$ cat config.mk
export PLATFORM = sky130hd
export DESIGN_NAME = ctb_top
export DESIGN_NICKNAME = d
export VERILOG_FILES = /design/src/logic/ctb_pkg.sv /design/src/logic/ctb_mem_if.sv /design/src/logic/ctb_mem.sv /design/src/logic/ctb_tec.sv /design/src/logic/ctb_top.sv
export VERILOG_INCLUDE_DIRS = /design/src /design/src/logic
export SDC_FILE = /design/constraint.sdc
export NUM_CORES = 1
export LEC_CHECK = 0
export BUFFER_PORTS_ARGS = -buffer_cell sky130_fd_sc_hd__buf_2
export CORE_MARGIN = 2
export CORE_UTILIZATION = 26
export CTS_CLUSTER_SIZE = 28
export DETAILED_ROUTE_END_ITERATION = 16
export GPL_TIMING_DRIVEN = 0
export SLEW_MARGIN = 20
export SYNTH_ARGS = -nofsm -noshare
export SYNTH_HDL_FRONTEND = slang
export SYNTH_SLANG_ARGS = --single-unit
$ cat constraint.sdc
create_clock -name clock_in -period 4.7 [get_ports clock_in]
set_input_delay 0.235 -clock clock_in [delete_from_list [all_inputs] [get_ports clock_in]]
set_output_delay 0.235 -clock clock_in [all_outputs]
set_load 0.02 [all_outputs]
$ cat src/logic/ctb_regs.svh
`ifndef CTB_REGS_SVH
`define CTB_REGS_SVH

// ----------------------------------------------------------------
// Register map, word index = byte address bits 8:2
// ----------------------------------------------------------------
`define CTB_ALIAS_BUF 2'h3
`define CTB_IDX_CCR 7'h40
`define CTB_IDX_TEC 7'h41
`define CTB_IDX_IST 7'h42
`define CTB_IDX_IMSK 7'h43

// ----------------------------------------------------------------
// Fields inside one buffer window
// ----------------------------------------------------------------
`define CTB_F_CTRL 4'h0
`define CTB_F_IDL 4'h2
`define CTB_F_LEN 4'h5
`define CTB_F_LAST 4'hd
`define CTB_OFF_IDH 4'h0
`define CTB_OFF_IDL 4'h1
`define CTB_OFF_EXH 4'h2
`define CTB_OFF_EXL 4'h3
`define CTB_OFF_LEN 4'h4
`define CTB_OFF_DAT0 4'h5
`define CTB_OFF_LAST 4'hc
`define CTB_BUF_BYTES 6'h0d
`define CTB_MEM_DEPTH 39

// ----------------------------------------------------------------
// Bits and masks
// ----------------------------------------------------------------
`define CTB_CB_REQ 3
`define CTB_IDL_MASK 8'heb
`define CTB_LEN_MASK 8'h4f
`define CTB_EXT_BIT 3
`define CTB_RTR_BIT 6
`define CTB_WIN_TX0 4'h8
`define CTB_MODE_NORMAL 3'h0
`define CTB_MODE_LOOP 3'h2
`define CTB_CCR_RESET 8'h80
`define CTB_DLC_MAX 4'h8

// ----------------------------------------------------------------
// Transmit error counter
// ----------------------------------------------------------------
`define CTB_TEC_STEP 8'h08
`define CTB_TEC_OVF_AT 8'hf8
`define CTB_TEC_MAX 8'hff
`define CTB_IDLE_SEQ_LAST 8'h7f

`endif

$ cat src/logic/ctb_pkg.sv
package ctb_pkg;

  typedef logic [7:0] ctb_byte_t;
  typedef logic [3:0] ctb_dlc_t;

  typedef enum logic [2:0]
  {
    LD_IDLE = 3'b001,
    LD_READ = 3'b010,
    LD_SEND = 3'b100
  } ctb_ld_state_t;

endpackage

$ cat src/logic/ctb_mem_if.sv
`timescale 1ns/1ps

interface ctb_mem_if;
  logic wr_en;
  logic [5:0] wr_addr;
  logic [7:0] wr_data;
  logic [5:0] rd_a_addr;
  logic [7:0] rd_a_data;
  logic [5:0] rd_b_addr;
  logic [7:0] rd_b_data;

  modport mem
  (
    input wr_en, wr_addr, wr_data, rd_a_addr, rd_b_addr,
    output rd_a_data, rd_b_data
  );
  modport ctl
  (
    output wr_en, wr_addr, wr_data, rd_a_addr, rd_b_addr,
    input rd_a_data, rd_b_data
  );
endinterface

$ cat src/logic/ctb_mem.sv
`timescale 1ns/1ps
`include "ctb_regs.svh"

module ctb_mem
(
  input wire logic clock_in,
  ctb_mem_if.mem m
);
  import ctb_pkg::*;

  // Contents are not reset; software loads every field it relies on.
  ctb_byte_t mem_q [`CTB_MEM_DEPTH];
  ctb_byte_t rd_a_q;
  ctb_byte_t rd_b_q;

  always_ff @(posedge clock_in)
  begin
    if (m.wr_en)
    begin
      mem_q[m.wr_addr] <= m.wr_data;
    end
  end

  // Two read ports so the frame loader never stalls the bus.
  always_ff @(posedge clock_in)
  begin
    rd_a_q <= mem_q[m.rd_a_addr];
    rd_b_q <= mem_q[m.rd_b_addr];
  end

  assign m.rd_a_data = rd_a_q;
  assign m.rd_b_data = rd_b_q;
endmodule

$ cat src/logic/ctb_tec.sv
`timescale 1ns/1ps
`include "ctb_regs.svh"

module ctb_tec
(
  input wire logic clock_in,
  input wire logic rst_n_in,
  input wire logic add_err_in,
  input wire logic sub_ok_in,
  input wire logic idle11_in,
  output ctb_pkg::ctb_byte_t count_out,
  output logic bus_off_out,
  output logic off_enter_out,
  output logic off_exit_out
);
  import ctb_pkg::*;

  ctb_byte_t cnt_q;
  ctb_byte_t seq_q;
  logic off_q;
  logic enter_q;
  logic exit_q;

  always_ff @(posedge clock_in)
  begin
    if (!rst_n_in)
    begin
      cnt_q <= 8'h00;
      off_q <= 1'b0;
      seq_q <= 8'h00;
      enter_q <= 1'b0;
      exit_q <= 1'b0;
    end
    else
    begin
      enter_q <= 1'b0;
      exit_q <= 1'b0;
      if (!off_q)
      begin
        seq_q <= 8'h00;
        if (add_err_in)
        begin
          if (cnt_q >= `CTB_TEC_OVF_AT)
          begin
            cnt_q <= `CTB_TEC_MAX;
            off_q <= 1'b1;
            enter_q <= 1'b1;
          end
          else
          begin
            cnt_q <= cnt_q + `CTB_TEC_STEP;
          end
        end
        else if (sub_ok_in && cnt_q != 8'h00)
        begin
          cnt_q <= cnt_q - 8'h01;
        end
      end
      else if (idle11_in)
      begin
        if (seq_q == `CTB_IDLE_SEQ_LAST)
        begin
          cnt_q <= 8'h00;
          off_q <= 1'b0;
          seq_q <= 8'h00;
          exit_q <= 1'b1;
        end
        else
        begin
          seq_q <= seq_q + 8'h01;
        end
      end
    end
  end

  assign count_out = cnt_q;
  assign bus_off_out = off_q;
  assign off_enter_out = enter_q;
  assign off_exit_out = exit_q;
endmodule

$ cat src/logic/ctb_top.sv
`timescale 1ns/1ps
`include "ctb_regs.svh"

// How it works
// - Identifier-high byte gives standard bits 10:3 or extended bits 28:21.
// - Identifier-low bits 7:5 give standard 2:0 or extended 20:18.
// - Extended enable bit 3 set sends extended id, standard field on top.
// - Extended enable clear sends standard id only, low 18 bits ignored.
// - Extended bits 17:0 come from id-low 1:0 and both extended bytes.
// - Each buffer has eight read/write data byte registers, index 0 to 7.
// - Frame remote request bit equals length-control bit 6.
// - Length codes 0 to 8 are valid; 9 to 15 are reserved.
// - Unimplemented id-low and length-control bits read as zero.
// - Read-only 8-bit transmit error counter; overflow enters bus-off.
// - In bus-off, 128 runs of 11 recessive bits clear the counter.
// - Transmission only in normal or loopback mode.
// - Window select 1000 maps receive buffer zero addresses to buffer 0.
// - Pending buffer is read-only; clearing the request asks an abort.
// - Request bit clears itself after a successful send.
module ctb_top
(
  input wire logic clock_in,
  input wire logic rst_n_in,
  input wire logic wb_cyc_in,
  input wire logic wb_stb_in,
  input wire logic wb_we_in,
  input wire logic [8:0] wb_adr_in,
  input wire logic [3:0] wb_sel_in,
  input wire logic [31:0] wb_dat_in,
  output logic [31:0] wb_dat_out,
  output logic wb_ack_out,
  output logic irq_out,
  output logic tx_valid_out,
  output logic [1:0] tx_buf_out,
  output logic [28:0] tx_id_out,
  output logic tx_ext_out,
  output logic tx_rtr_out,
  output ctb_pkg::ctb_dlc_t tx_dlc_out,
  output ctb_pkg::ctb_dlc_t tx_bytes_out,
  output logic [63:0] tx_data_out,
  output logic tx_abort_out,
  output logic bus_off_out,
  input wire logic tx_done_in,
  input wire logic tx_bus_err_in,
  input wire logic tx_lost_arb_in,
  input wire logic idle11_in
);
  import ctb_pkg::*;

  // ----------------------------------------------------------------
  // Helpers
  // ----------------------------------------------------------------
  function automatic logic [5:0] mem_addr(input logic [1:0] b,
                                          input logic [3:0] off);
    mem_addr = 6'({4'h0, b} * `CTB_BUF_BYTES) + {2'h0, off};
  endfunction

  // Highest priority wins; on a tie the higher buffer number goes first.
  function automatic logic [2:0] pick(input logic [2:0] c,
                                      input logic [5:0] p);
    logic found;
    logic [1:0] best;
    logic [1:0] sel;
    found = 1'b0;
    best = 2'h0;
    sel = 2'h0;
    for (int i = 0; i < 3; i++)
    begin
      if (c[i] && (!found || p[2*i +: 2] >= best))
      begin
        found = 1'b1;
        best = p[2*i +: 2];
        sel = 2'(i);
      end
    end
    pick = {found, sel};
  endfunction

  function automatic ctb_dlc_t dlc_bytes(input ctb_dlc_t code);
    dlc_bytes = (code > `CTB_DLC_MAX) ? `CTB_DLC_MAX : code;
  endfunction

  // ----------------------------------------------------------------
  // Declarations
  // ----------------------------------------------------------------
  logic [6:0] idx;
  logic [3:0] fld;
  logic [1:0] buf_n;
  logic win_ok;
  logic is_buf;
  logic is_mem;
  logic start;
  logic wr_now;
  logic pend_q;
  logic ack_q;
  logic [31:0] dat_q;
  ctb_byte_t ccr_q;
  ctb_byte_t rd_byte;
  ctb_byte_t wr_byte;
  logic [2:0] req_q;
  logic [2:0] abt_q;
  logic [2:0] abq_q;
  logic [2:0] done_q;
  logic [2:0] larb_q;
  logic [2:0] err_q;
  logic [5:0] pri_q;
  logic [4:0] ist_q;
  logic [4:0] msk_q;
  logic [4:0] ist_set;
  logic [2:0] wr_ctl;
  logic [2:0] done_ev;
  logic [2:0] fail_ev;
  logic [2:0] busy;
  logic [2:0] choice;
  ctb_ld_state_t st_q;
  logic [1:0] act_q;
  logic [3:0] cnt_q;
  logic [3:0] rd_off_q;
  logic rd_vld_q;
  ctb_byte_t frm_q [13];
  logic mode_ok;
  logic off_enter;
  logic off_exit;
  logic frame_end;
  ctb_byte_t tec;
  ctb_byte_t idh;
  ctb_byte_t idl;
  logic ext;

  ctb_mem_if m();

  ctb_mem u_mem
  (
    .clock_in(clock_in),
    .m(m.mem)
  );

  ctb_tec u_tec
  (
    .clock_in(clock_in),
    .rst_n_in(rst_n_in),
    .add_err_in(st_q == LD_SEND && tx_bus_err_in),
    .sub_ok_in(|done_ev),
    .idle11_in(idle11_in),
    .count_out(tec),
    .bus_off_out(bus_off_out),
    .off_enter_out(off_enter),
    .off_exit_out(off_exit)
  );

  // ----------------------------------------------------------------
  // Address decode
  // ----------------------------------------------------------------
  assign idx = wb_adr_in[8:2];
  assign fld = idx[3:0];
  assign win_ok = (ccr_q[3:0] == `CTB_WIN_TX0);
  assign buf_n = (idx[5:4] == `CTB_ALIAS_BUF) ? 2'h0 : idx[5:4];
  assign is_buf = !idx[6] && (fld <= `CTB_F_LAST) &&
                  (idx[5:4] != `CTB_ALIAS_BUF || win_ok);
  assign is_mem = is_buf && (fld != `CTB_F_CTRL);

  // ----------------------------------------------------------------
  // Wishbone slave
  // ----------------------------------------------------------------
  assign start = wb_cyc_in && wb_stb_in && !pend_q && !ack_q;
  assign wr_now = pend_q && wb_we_in && wb_sel_in[0];

  always_ff @(posedge clock_in)
  begin
    if (!rst_n_in)
    begin
      pend_q <= 1'b0;
      ack_q <= 1'b0;
      dat_q <= 32'h0000_0000;
    end
    else
    begin
      pend_q <= start;
      ack_q <= pend_q;
      if (pend_q)
      begin
        dat_q <= {24'h00_0000, rd_byte};
      end
    end
  end

  assign wb_ack_out = ack_q;
  assign wb_dat_out = dat_q;

  always_comb
  begin
    wr_byte = wb_dat_in[7:0];
    if (fld == `CTB_F_IDL)
    begin
      wr_byte = wb_dat_in[7:0] & `CTB_IDL_MASK;
    end
    else if (fld == `CTB_F_LEN)
    begin
      wr_byte = wb_dat_in[7:0] & `CTB_LEN_MASK;
    end
  end

  // A pending buffer takes no writes, so the frame cannot change under
  // the loader.
  assign m.wr_en = wr_now && is_mem && !req_q[buf_n];
  assign m.wr_addr = mem_addr(buf_n, fld - 4'h1);
  assign m.wr_data = wr_byte;
  assign m.rd_a_addr = mem_addr(buf_n, fld - 4'h1);

  always_comb
  begin
    rd_byte = 8'h00;
    if (is_buf && fld == `CTB_F_CTRL)
    begin
      rd_byte = {done_q[buf_n], abt_q[buf_n], larb_q[buf_n], err_q[buf_n],
                 req_q[buf_n], 1'b0, pri_q[2*buf_n +: 2]};
    end
    else if (is_mem)
    begin
      rd_byte = m.rd_a_data;
    end
    else if (idx == `CTB_IDX_CCR)
    begin
      rd_byte = ccr_q;
    end
    else if (idx == `CTB_IDX_TEC)
    begin
      rd_byte = tec;
    end
    else if (idx == `CTB_IDX_IST)
    begin
      rd_byte = {3'h0, ist_q};
    end
    else if (idx == `CTB_IDX_IMSK)
    begin
      rd_byte = {3'h0, msk_q};
    end
  end

  // ----------------------------------------------------------------
  // Controller control, interrupt status and mask
  // ----------------------------------------------------------------
  always_ff @(posedge clock_in)
  begin
    if (!rst_n_in)
    begin
      ccr_q <= `CTB_CCR_RESET;
    end
    else if (wr_now && idx == `CTB_IDX_CCR)
    begin
      ccr_q <= wb_dat_in[7:0];
    end
  end

  assign ist_set = {off_exit, off_enter, done_ev};

  always_ff @(posedge clock_in)
  begin
    if (!rst_n_in)
    begin
      ist_q <= 5'h00;
      msk_q <= 5'h00;
    end
    else
    begin
      if (wr_now && idx == `CTB_IDX_IST)
      begin
        ist_q <= (ist_q & ~wb_dat_in[4:0]) | ist_set;
      end
      else
      begin
        ist_q <= ist_q | ist_set;
      end
      if (wr_now && idx == `CTB_IDX_IMSK)
      begin
        msk_q <= wb_dat_in[4:0];
      end
    end
  end

  assign irq_out = |(ist_q & msk_q);

  // ----------------------------------------------------------------
  // Per-buffer control
  // ----------------------------------------------------------------
  assign frame_end = tx_done_in || tx_bus_err_in || tx_lost_arb_in;

  always_comb
  begin
    for (int i = 0; i < 3; i++)
    begin
      wr_ctl[i] = wr_now && is_buf && fld == `CTB_F_CTRL &&
                  buf_n == 2'(i);
      busy[i] = st_q != LD_IDLE && act_q == 2'(i);
      done_ev[i] = st_q == LD_SEND && tx_done_in && act_q == 2'(i);
      fail_ev[i] = st_q == LD_SEND && !tx_done_in &&
                   (tx_bus_err_in || tx_lost_arb_in) && act_q == 2'(i);
    end
  end

  always_ff @(posedge clock_in)
  begin
    if (!rst_n_in)
    begin
      req_q <= 3'h0;
      abq_q <= 3'h0;
      abt_q <= 3'h0;
      pri_q <= 6'h00;
    end
    else
    begin
      for (int i = 0; i < 3; i++)
      begin
        if (done_ev[i])
        begin
          req_q[i] <= 1'b0;
          abq_q[i] <= 1'b0;
        end
        else if (fail_ev[i] && abq_q[i])
        begin
          req_q[i] <= 1'b0;
          abq_q[i] <= 1'b0;
          abt_q[i] <= 1'b1;
        end
        else if (wr_ctl[i])
        begin
          if (req_q[i])
          begin
            if (!wb_dat_in[`CTB_CB_REQ])
            begin
              if (busy[i])
              begin
                abq_q[i] <= 1'b1;
              end
              else
              begin
                req_q[i] <= 1'b0;
                abt_q[i] <= 1'b1;
              end
            end
          end
          else
          begin
            req_q[i] <= wb_dat_in[`CTB_CB_REQ];
            pri_q[2*i +: 2] <= wb_dat_in[1:0];
            if (wb_dat_in[`CTB_CB_REQ])
            begin
              abt_q[i] <= 1'b0;
            end
          end
        end
      end
    end
  end

  // Hardware setting of a status bit wins over a clear in the same cycle.
  always_ff @(posedge clock_in)
  begin
    if (!rst_n_in)
    begin
      done_q <= 3'h0;
      larb_q <= 3'h0;
      err_q <= 3'h0;
    end
    else
    begin
      for (int i = 0; i < 3; i++)
      begin
        if (wr_ctl[i] && !req_q[i] && wb_dat_in[`CTB_CB_REQ])
        begin
          done_q[i] <= 1'b0;
          larb_q[i] <= 1'b0;
          err_q[i] <= 1'b0;
        end
        if (done_ev[i])
        begin
          done_q[i] <= 1'b1;
        end
        if (fail_ev[i] && tx_lost_arb_in)
        begin
          larb_q[i] <= 1'b1;
        end
        if (fail_ev[i] && tx_bus_err_in)
        begin
          err_q[i] <= 1'b1;
        end
      end
    end
  end

  // ----------------------------------------------------------------
  // Frame loader
  // ----------------------------------------------------------------
  assign mode_ok = ccr_q[7:5] == `CTB_MODE_NORMAL ||
                   ccr_q[7:5] == `CTB_MODE_LOOP;
  assign choice = pick(req_q & ~abq_q, pri_q);
  assign m.rd_b_addr = mem_addr(act_q, cnt_q);

  always_ff @(posedge clock_in)
  begin
    if (!rst_n_in)
    begin
      st_q <= LD_IDLE;
      act_q <= 2'h0;
      cnt_q <= 4'h0;
    end
    else
    begin
      unique case (st_q)
        LD_IDLE:
        begin
          cnt_q <= 4'h0;
          if (choice[2] && mode_ok && !bus_off_out)
          begin
            act_q <= choice[1:0];
            st_q <= LD_READ;
          end
        end
        LD_READ:
        begin
          cnt_q <= cnt_q + 4'h1;
          if (cnt_q == `CTB_OFF_LAST)
          begin
            st_q <= LD_SEND;
          end
        end
        LD_SEND:
        begin
          if (frame_end)
          begin
            st_q <= LD_IDLE;
          end
        end
      endcase
    end
  end

  always_ff @(posedge clock_in)
  begin
    if (!rst_n_in)
    begin
      rd_vld_q <= 1'b0;
      rd_off_q <= 4'h0;
    end
    else
    begin
      rd_vld_q <= st_q == LD_READ;
      rd_off_q <= cnt_q;
    end
  end

  always_ff @(posedge clock_in)
  begin
    if (rd_vld_q)
    begin
      frm_q[rd_off_q] <= m.rd_b_data;
    end
  end

  // ----------------------------------------------------------------
  // Frame fields toward the protocol engine
  // ----------------------------------------------------------------
  assign idh = frm_q[`CTB_OFF_IDH];
  assign idl = frm_q[`CTB_OFF_IDL];
  assign ext = idl[`CTB_EXT_BIT];

  always_comb
  begin
    if (ext)
    begin
      tx_id_out = {idh, idl[7:5], idl[1:0],
                   frm_q[`CTB_OFF_EXH], frm_q[`CTB_OFF_EXL]};
    end
    else
    begin
      tx_id_out = {18'h0_0000, idh, idl[7:5]};
    end
    for (int j = 0; j < 8; j++)
    begin
      tx_data_out[8*j +: 8] = frm_q[int'(`CTB_OFF_DAT0) + j];
    end
  end

  assign tx_ext_out = ext;
  assign tx_rtr_out = frm_q[`CTB_OFF_LEN][`CTB_RTR_BIT];
  assign tx_dlc_out = frm_q[`CTB_OFF_LEN][3:0];
  assign tx_bytes_out = dlc_bytes(frm_q[`CTB_OFF_LEN][3:0]);
  assign tx_buf_out = act_q;
  assign tx_valid_out = st_q == LD_SEND && !rd_vld_q;
  assign tx_abort_out = st_q == LD_SEND && abq_q[act_q];
endmodule

==> flow_summary_export.csv <==
group,metric,value,unit
final_layout,area_growth,20.38,%
die,initial_utilization,26.20,%
route,antenna_left,0,
die,die-area,0.09482,mm2
die,core_area,0.09166,mm2
place,dp_hpwl,63.59,mm
timing,period_share,103.4,%
die,fp-row-count,111,
timing,slew_viol_final,0,
worst_hold_path,hold_path.class,"in -> reg",
die,ios,196,
place,io_buffers,138,
global_routing,grt_use_total,18.37,%
power,p_total,11.06,mW
setup_path,cp_max_fo,10,
clocking,path_clk_slew,0.06,ns
power,powerDensity,382.7,mW/mm2
setup_path,cp.required,5.02,ns
global_routing,antenna_found_initial,4,
logic_synthesis,netlist_area,0.02402,mm2
final_layout,final_cell_mix,"edfxtp_1 (411), buf_2 (181), dfxtp_1 (101)",
setup_path,arrival,5.18,ns
logic_synthesis,ys_warn_count,0,
global_routing,grt_pass1_wl,125.8,mm
clocking,htree_num_levels,2,
die,die_h,307.9,um
setup_path,cp-end-kind,"flip-flop",
clocking,cts_tree,"done",
logic_synthesis,synth_edf_count,411,
power,p_leak,9.820,nW
global_routing,grt-ovfl-total,0,
power,vdd_drop_max,0.2816,mV
place,dpl_cell_area,0.02691,mm2
logic_synthesis,seq_area_frac_synth,59.81,%
clocking,clock_latency,0.64,ns
clocking,root_buffer,"clkbuf_16",
status,status,"finished with violations",
global_routing,grt_pass1_vias,17441,
timing,setup_ws,-0.1584,ns
route,via_per_inst,5.462,
logic_synthesis,ys_types,80,
final_layout,layout_commonest_cell,"edfxtp_1",
route,dr.pass1.iters,8,
setup_path,crit_path_start,"wb_adr_in[2]",
timing,setup-tns-final,-1.845,ns
logic_synthesis,ys.flop_type,"edfxtp_1",
clocking,clockBufferDepth,3,
global_routing,grt_max_degree,46,
route,drcViolationCount,0,
timing,finalHoldViolCount,0,
worst_hold_path,hp-start,"tx_bus_err_in",
route,routedWlPerCell,27.30,um
place,gp_congestion,0.9753,
route,drt_iter0_markers,2168,
logic_synthesis,synth.ff_latch_count,512,
setup_path,reg2reg_slack,0.28,ns
route,drt_wl_total,89.29,mm
clocking,cts_setup_buffers,0,
timing,slew_headroom,16.85,%
timing,rsz0062_at_grt,"true",
final_layout,fin_util,31.54,%
status,violations,"setup timing",
logic_synthesis,async_flop_share,0,%
timing,fin_crit,4.858,ns
setup_path,critPathKind,"in -> reg",
setup_path,start_kind,"input pin",
timing,skew,0.04045,ns
timing,worstMarginPinSlew,1.247,ns
timing,setup_viol,28,
clocking,clkSinkCount,512,
clocking,cts_made_buffers,55,
final_layout,final_area,0.02891,mm2
flow_run,maxCapViolations,0,
final_layout,drive_gt1_share,26.10,%
setup_path,rr_startpoint,"tx_buf_out[0]$_SDFFE_PN0P_",
route,vias,17866,
timing,clock.fmax,0.2058,GHz
logic_synthesis,avgSynthCellArea,13.60,um2
logic_synthesis,synthCells,1766,
final_layout,nets,2134,
die,die_x,307.9,um
-- final cells by class --
cell class	instances	area [um2]
fillers	9081	62750
flip-flops and latches	512	14360
multi-input cells	1099	9165
well taps	1186	1484
clock buffers	60	1438
repair buffers	192	1177
plain buffers	142	721.9
clock inverters	43	424.2
inverters	36	135.1
diodes	1	2.502
-- metal layers --
metal  up-vias  wire (um)  GRT usage (%)
met5         -         41              0
met4         6       5921          10.98
met3       319       9413          4.604
met2      1193      39900          28.79
met1      8896      34010          22.85
li1       7452          -              -
-- per-stage QoR --
step,instances,hold WS (ns),setup slack (ns)
after detailed placement,3157,0.4142,-0.8044
after global routing,3270,0.06108,-0.1103
after floorplan,1789,0.3339,0.7686
final,3271,0.03592,-0.1584
after CTS,3270,0.003723,-0.05855
after global placement,3113,0.4017,-1.520
-- flip-flops by register name (all words and copies together) (netlist names), 6 cells and up --
name	flops
u_mem.m.rd_b_data	8
ccr_q	8
u_tec.count_out	8
wb_dat_out	8
frm_q	99
u_mem.m.rd_a_data	8
u_mem.mem_q	312
u_tec.seq_q	8
pri_q	6
-- critical path, stage by stage --
cell and delay [ns]:
buf_2 0.12, inv_1 0.10, ha_1 0.29, inv_1 0.04, ha_1 0.27, ha_1 0.15, inv_1 0.06, fa_1 0.77
buf_6 0.27, buf_4 0.31, buf_2 0.43, buf_2 0.51, buf_2 0.38, nand2_1 0.32, nor3_2 0.66, buf_6 0.23
-- cell families after synthesis --
family	Yosys count	share of synthesized area [%]
flip-flops	512	59.81
AND/OR/NAND/NOR	455	9.878
AO/OA/AOI/OAI	362	10.92
multiplexers	202	13.02
buffers and inverters	178	3.563
adder cells (fa/ha/maj)	42	2.282
XOR/XNOR	14	0.5106
other	1	0.01561
-- synthesized netlist by cell type (7+ instances only) --
master     count  share of area, %
xor2_1         8              0.29
buf_4         31              0.97
a22oi_1       18              0.56
a31oi_1       25              0.65
nand3b_1      12              0.38
nor4_1        12              0.31
a221oi_1      21              0.77
mux4_2        83               7.8
nor2_1        89               1.4
o211ai_1      12              0.38
clkbuf_1      63              0.98
a21o_1         7              0.22
mux2_2        44               2.1
a32oi_1        8              0.29
o21a_1        12              0.38
a21oi_1       70               1.5
a22o_1        32               1.2
nand4_1        7              0.18
a211oi_1      16              0.50
buf_2         39              0.81
nor3b_1       10              0.31
and2_1        36              0.94
and3_1        16              0.42
edfxtp_1     411                51
nor3_1        61               1.3
inv_1         35              0.55
o21ai_0       40              0.83
nor2b_1       40               1.0
nand3_1       37              0.77
a221o_1       13              0.54
dfxtp_1      101               8.4
nand2_1       95               1.5
ha_1          39               2.0
o31ai_1        7              0.22
o22ai_1       11              0.29
mux2i_1       68               2.8
o2bb2ai_1     12              0.44
a2111oi_0      7              0.26
nand2b_1       8              0.21
-- power by group --
group | internal [mW] | switching [mW]
Clock | 2.56 | 1.95
Combinational | 0.442 | 1.16
Sequential | 4.92 | 0.0293
Total | 7.92 | 3.14
-- final timing paths --
kind                                   to  cells after the start
max          u_mem.mem_q[24][2]$_DFFE_PP_                     16
min                  st_q[0]$_SDFFE_PN1P_                      3
max reg2reg  u_mem.m.rd_b_data[1]$_DFF_P_                     10
min reg2reg             pend_q$_SDFF_PN0_                      1
-- what timing repair did --
action / 4_1_cts / 5_1_grt
hold buffers: 10 / 0
endpoints found under the hold margin: 15 / 0
resized for setup: 1 / 5
endpoints found under the setup margin: 39 / 46
Note: power is estimated with default switching activity, not from simulation.
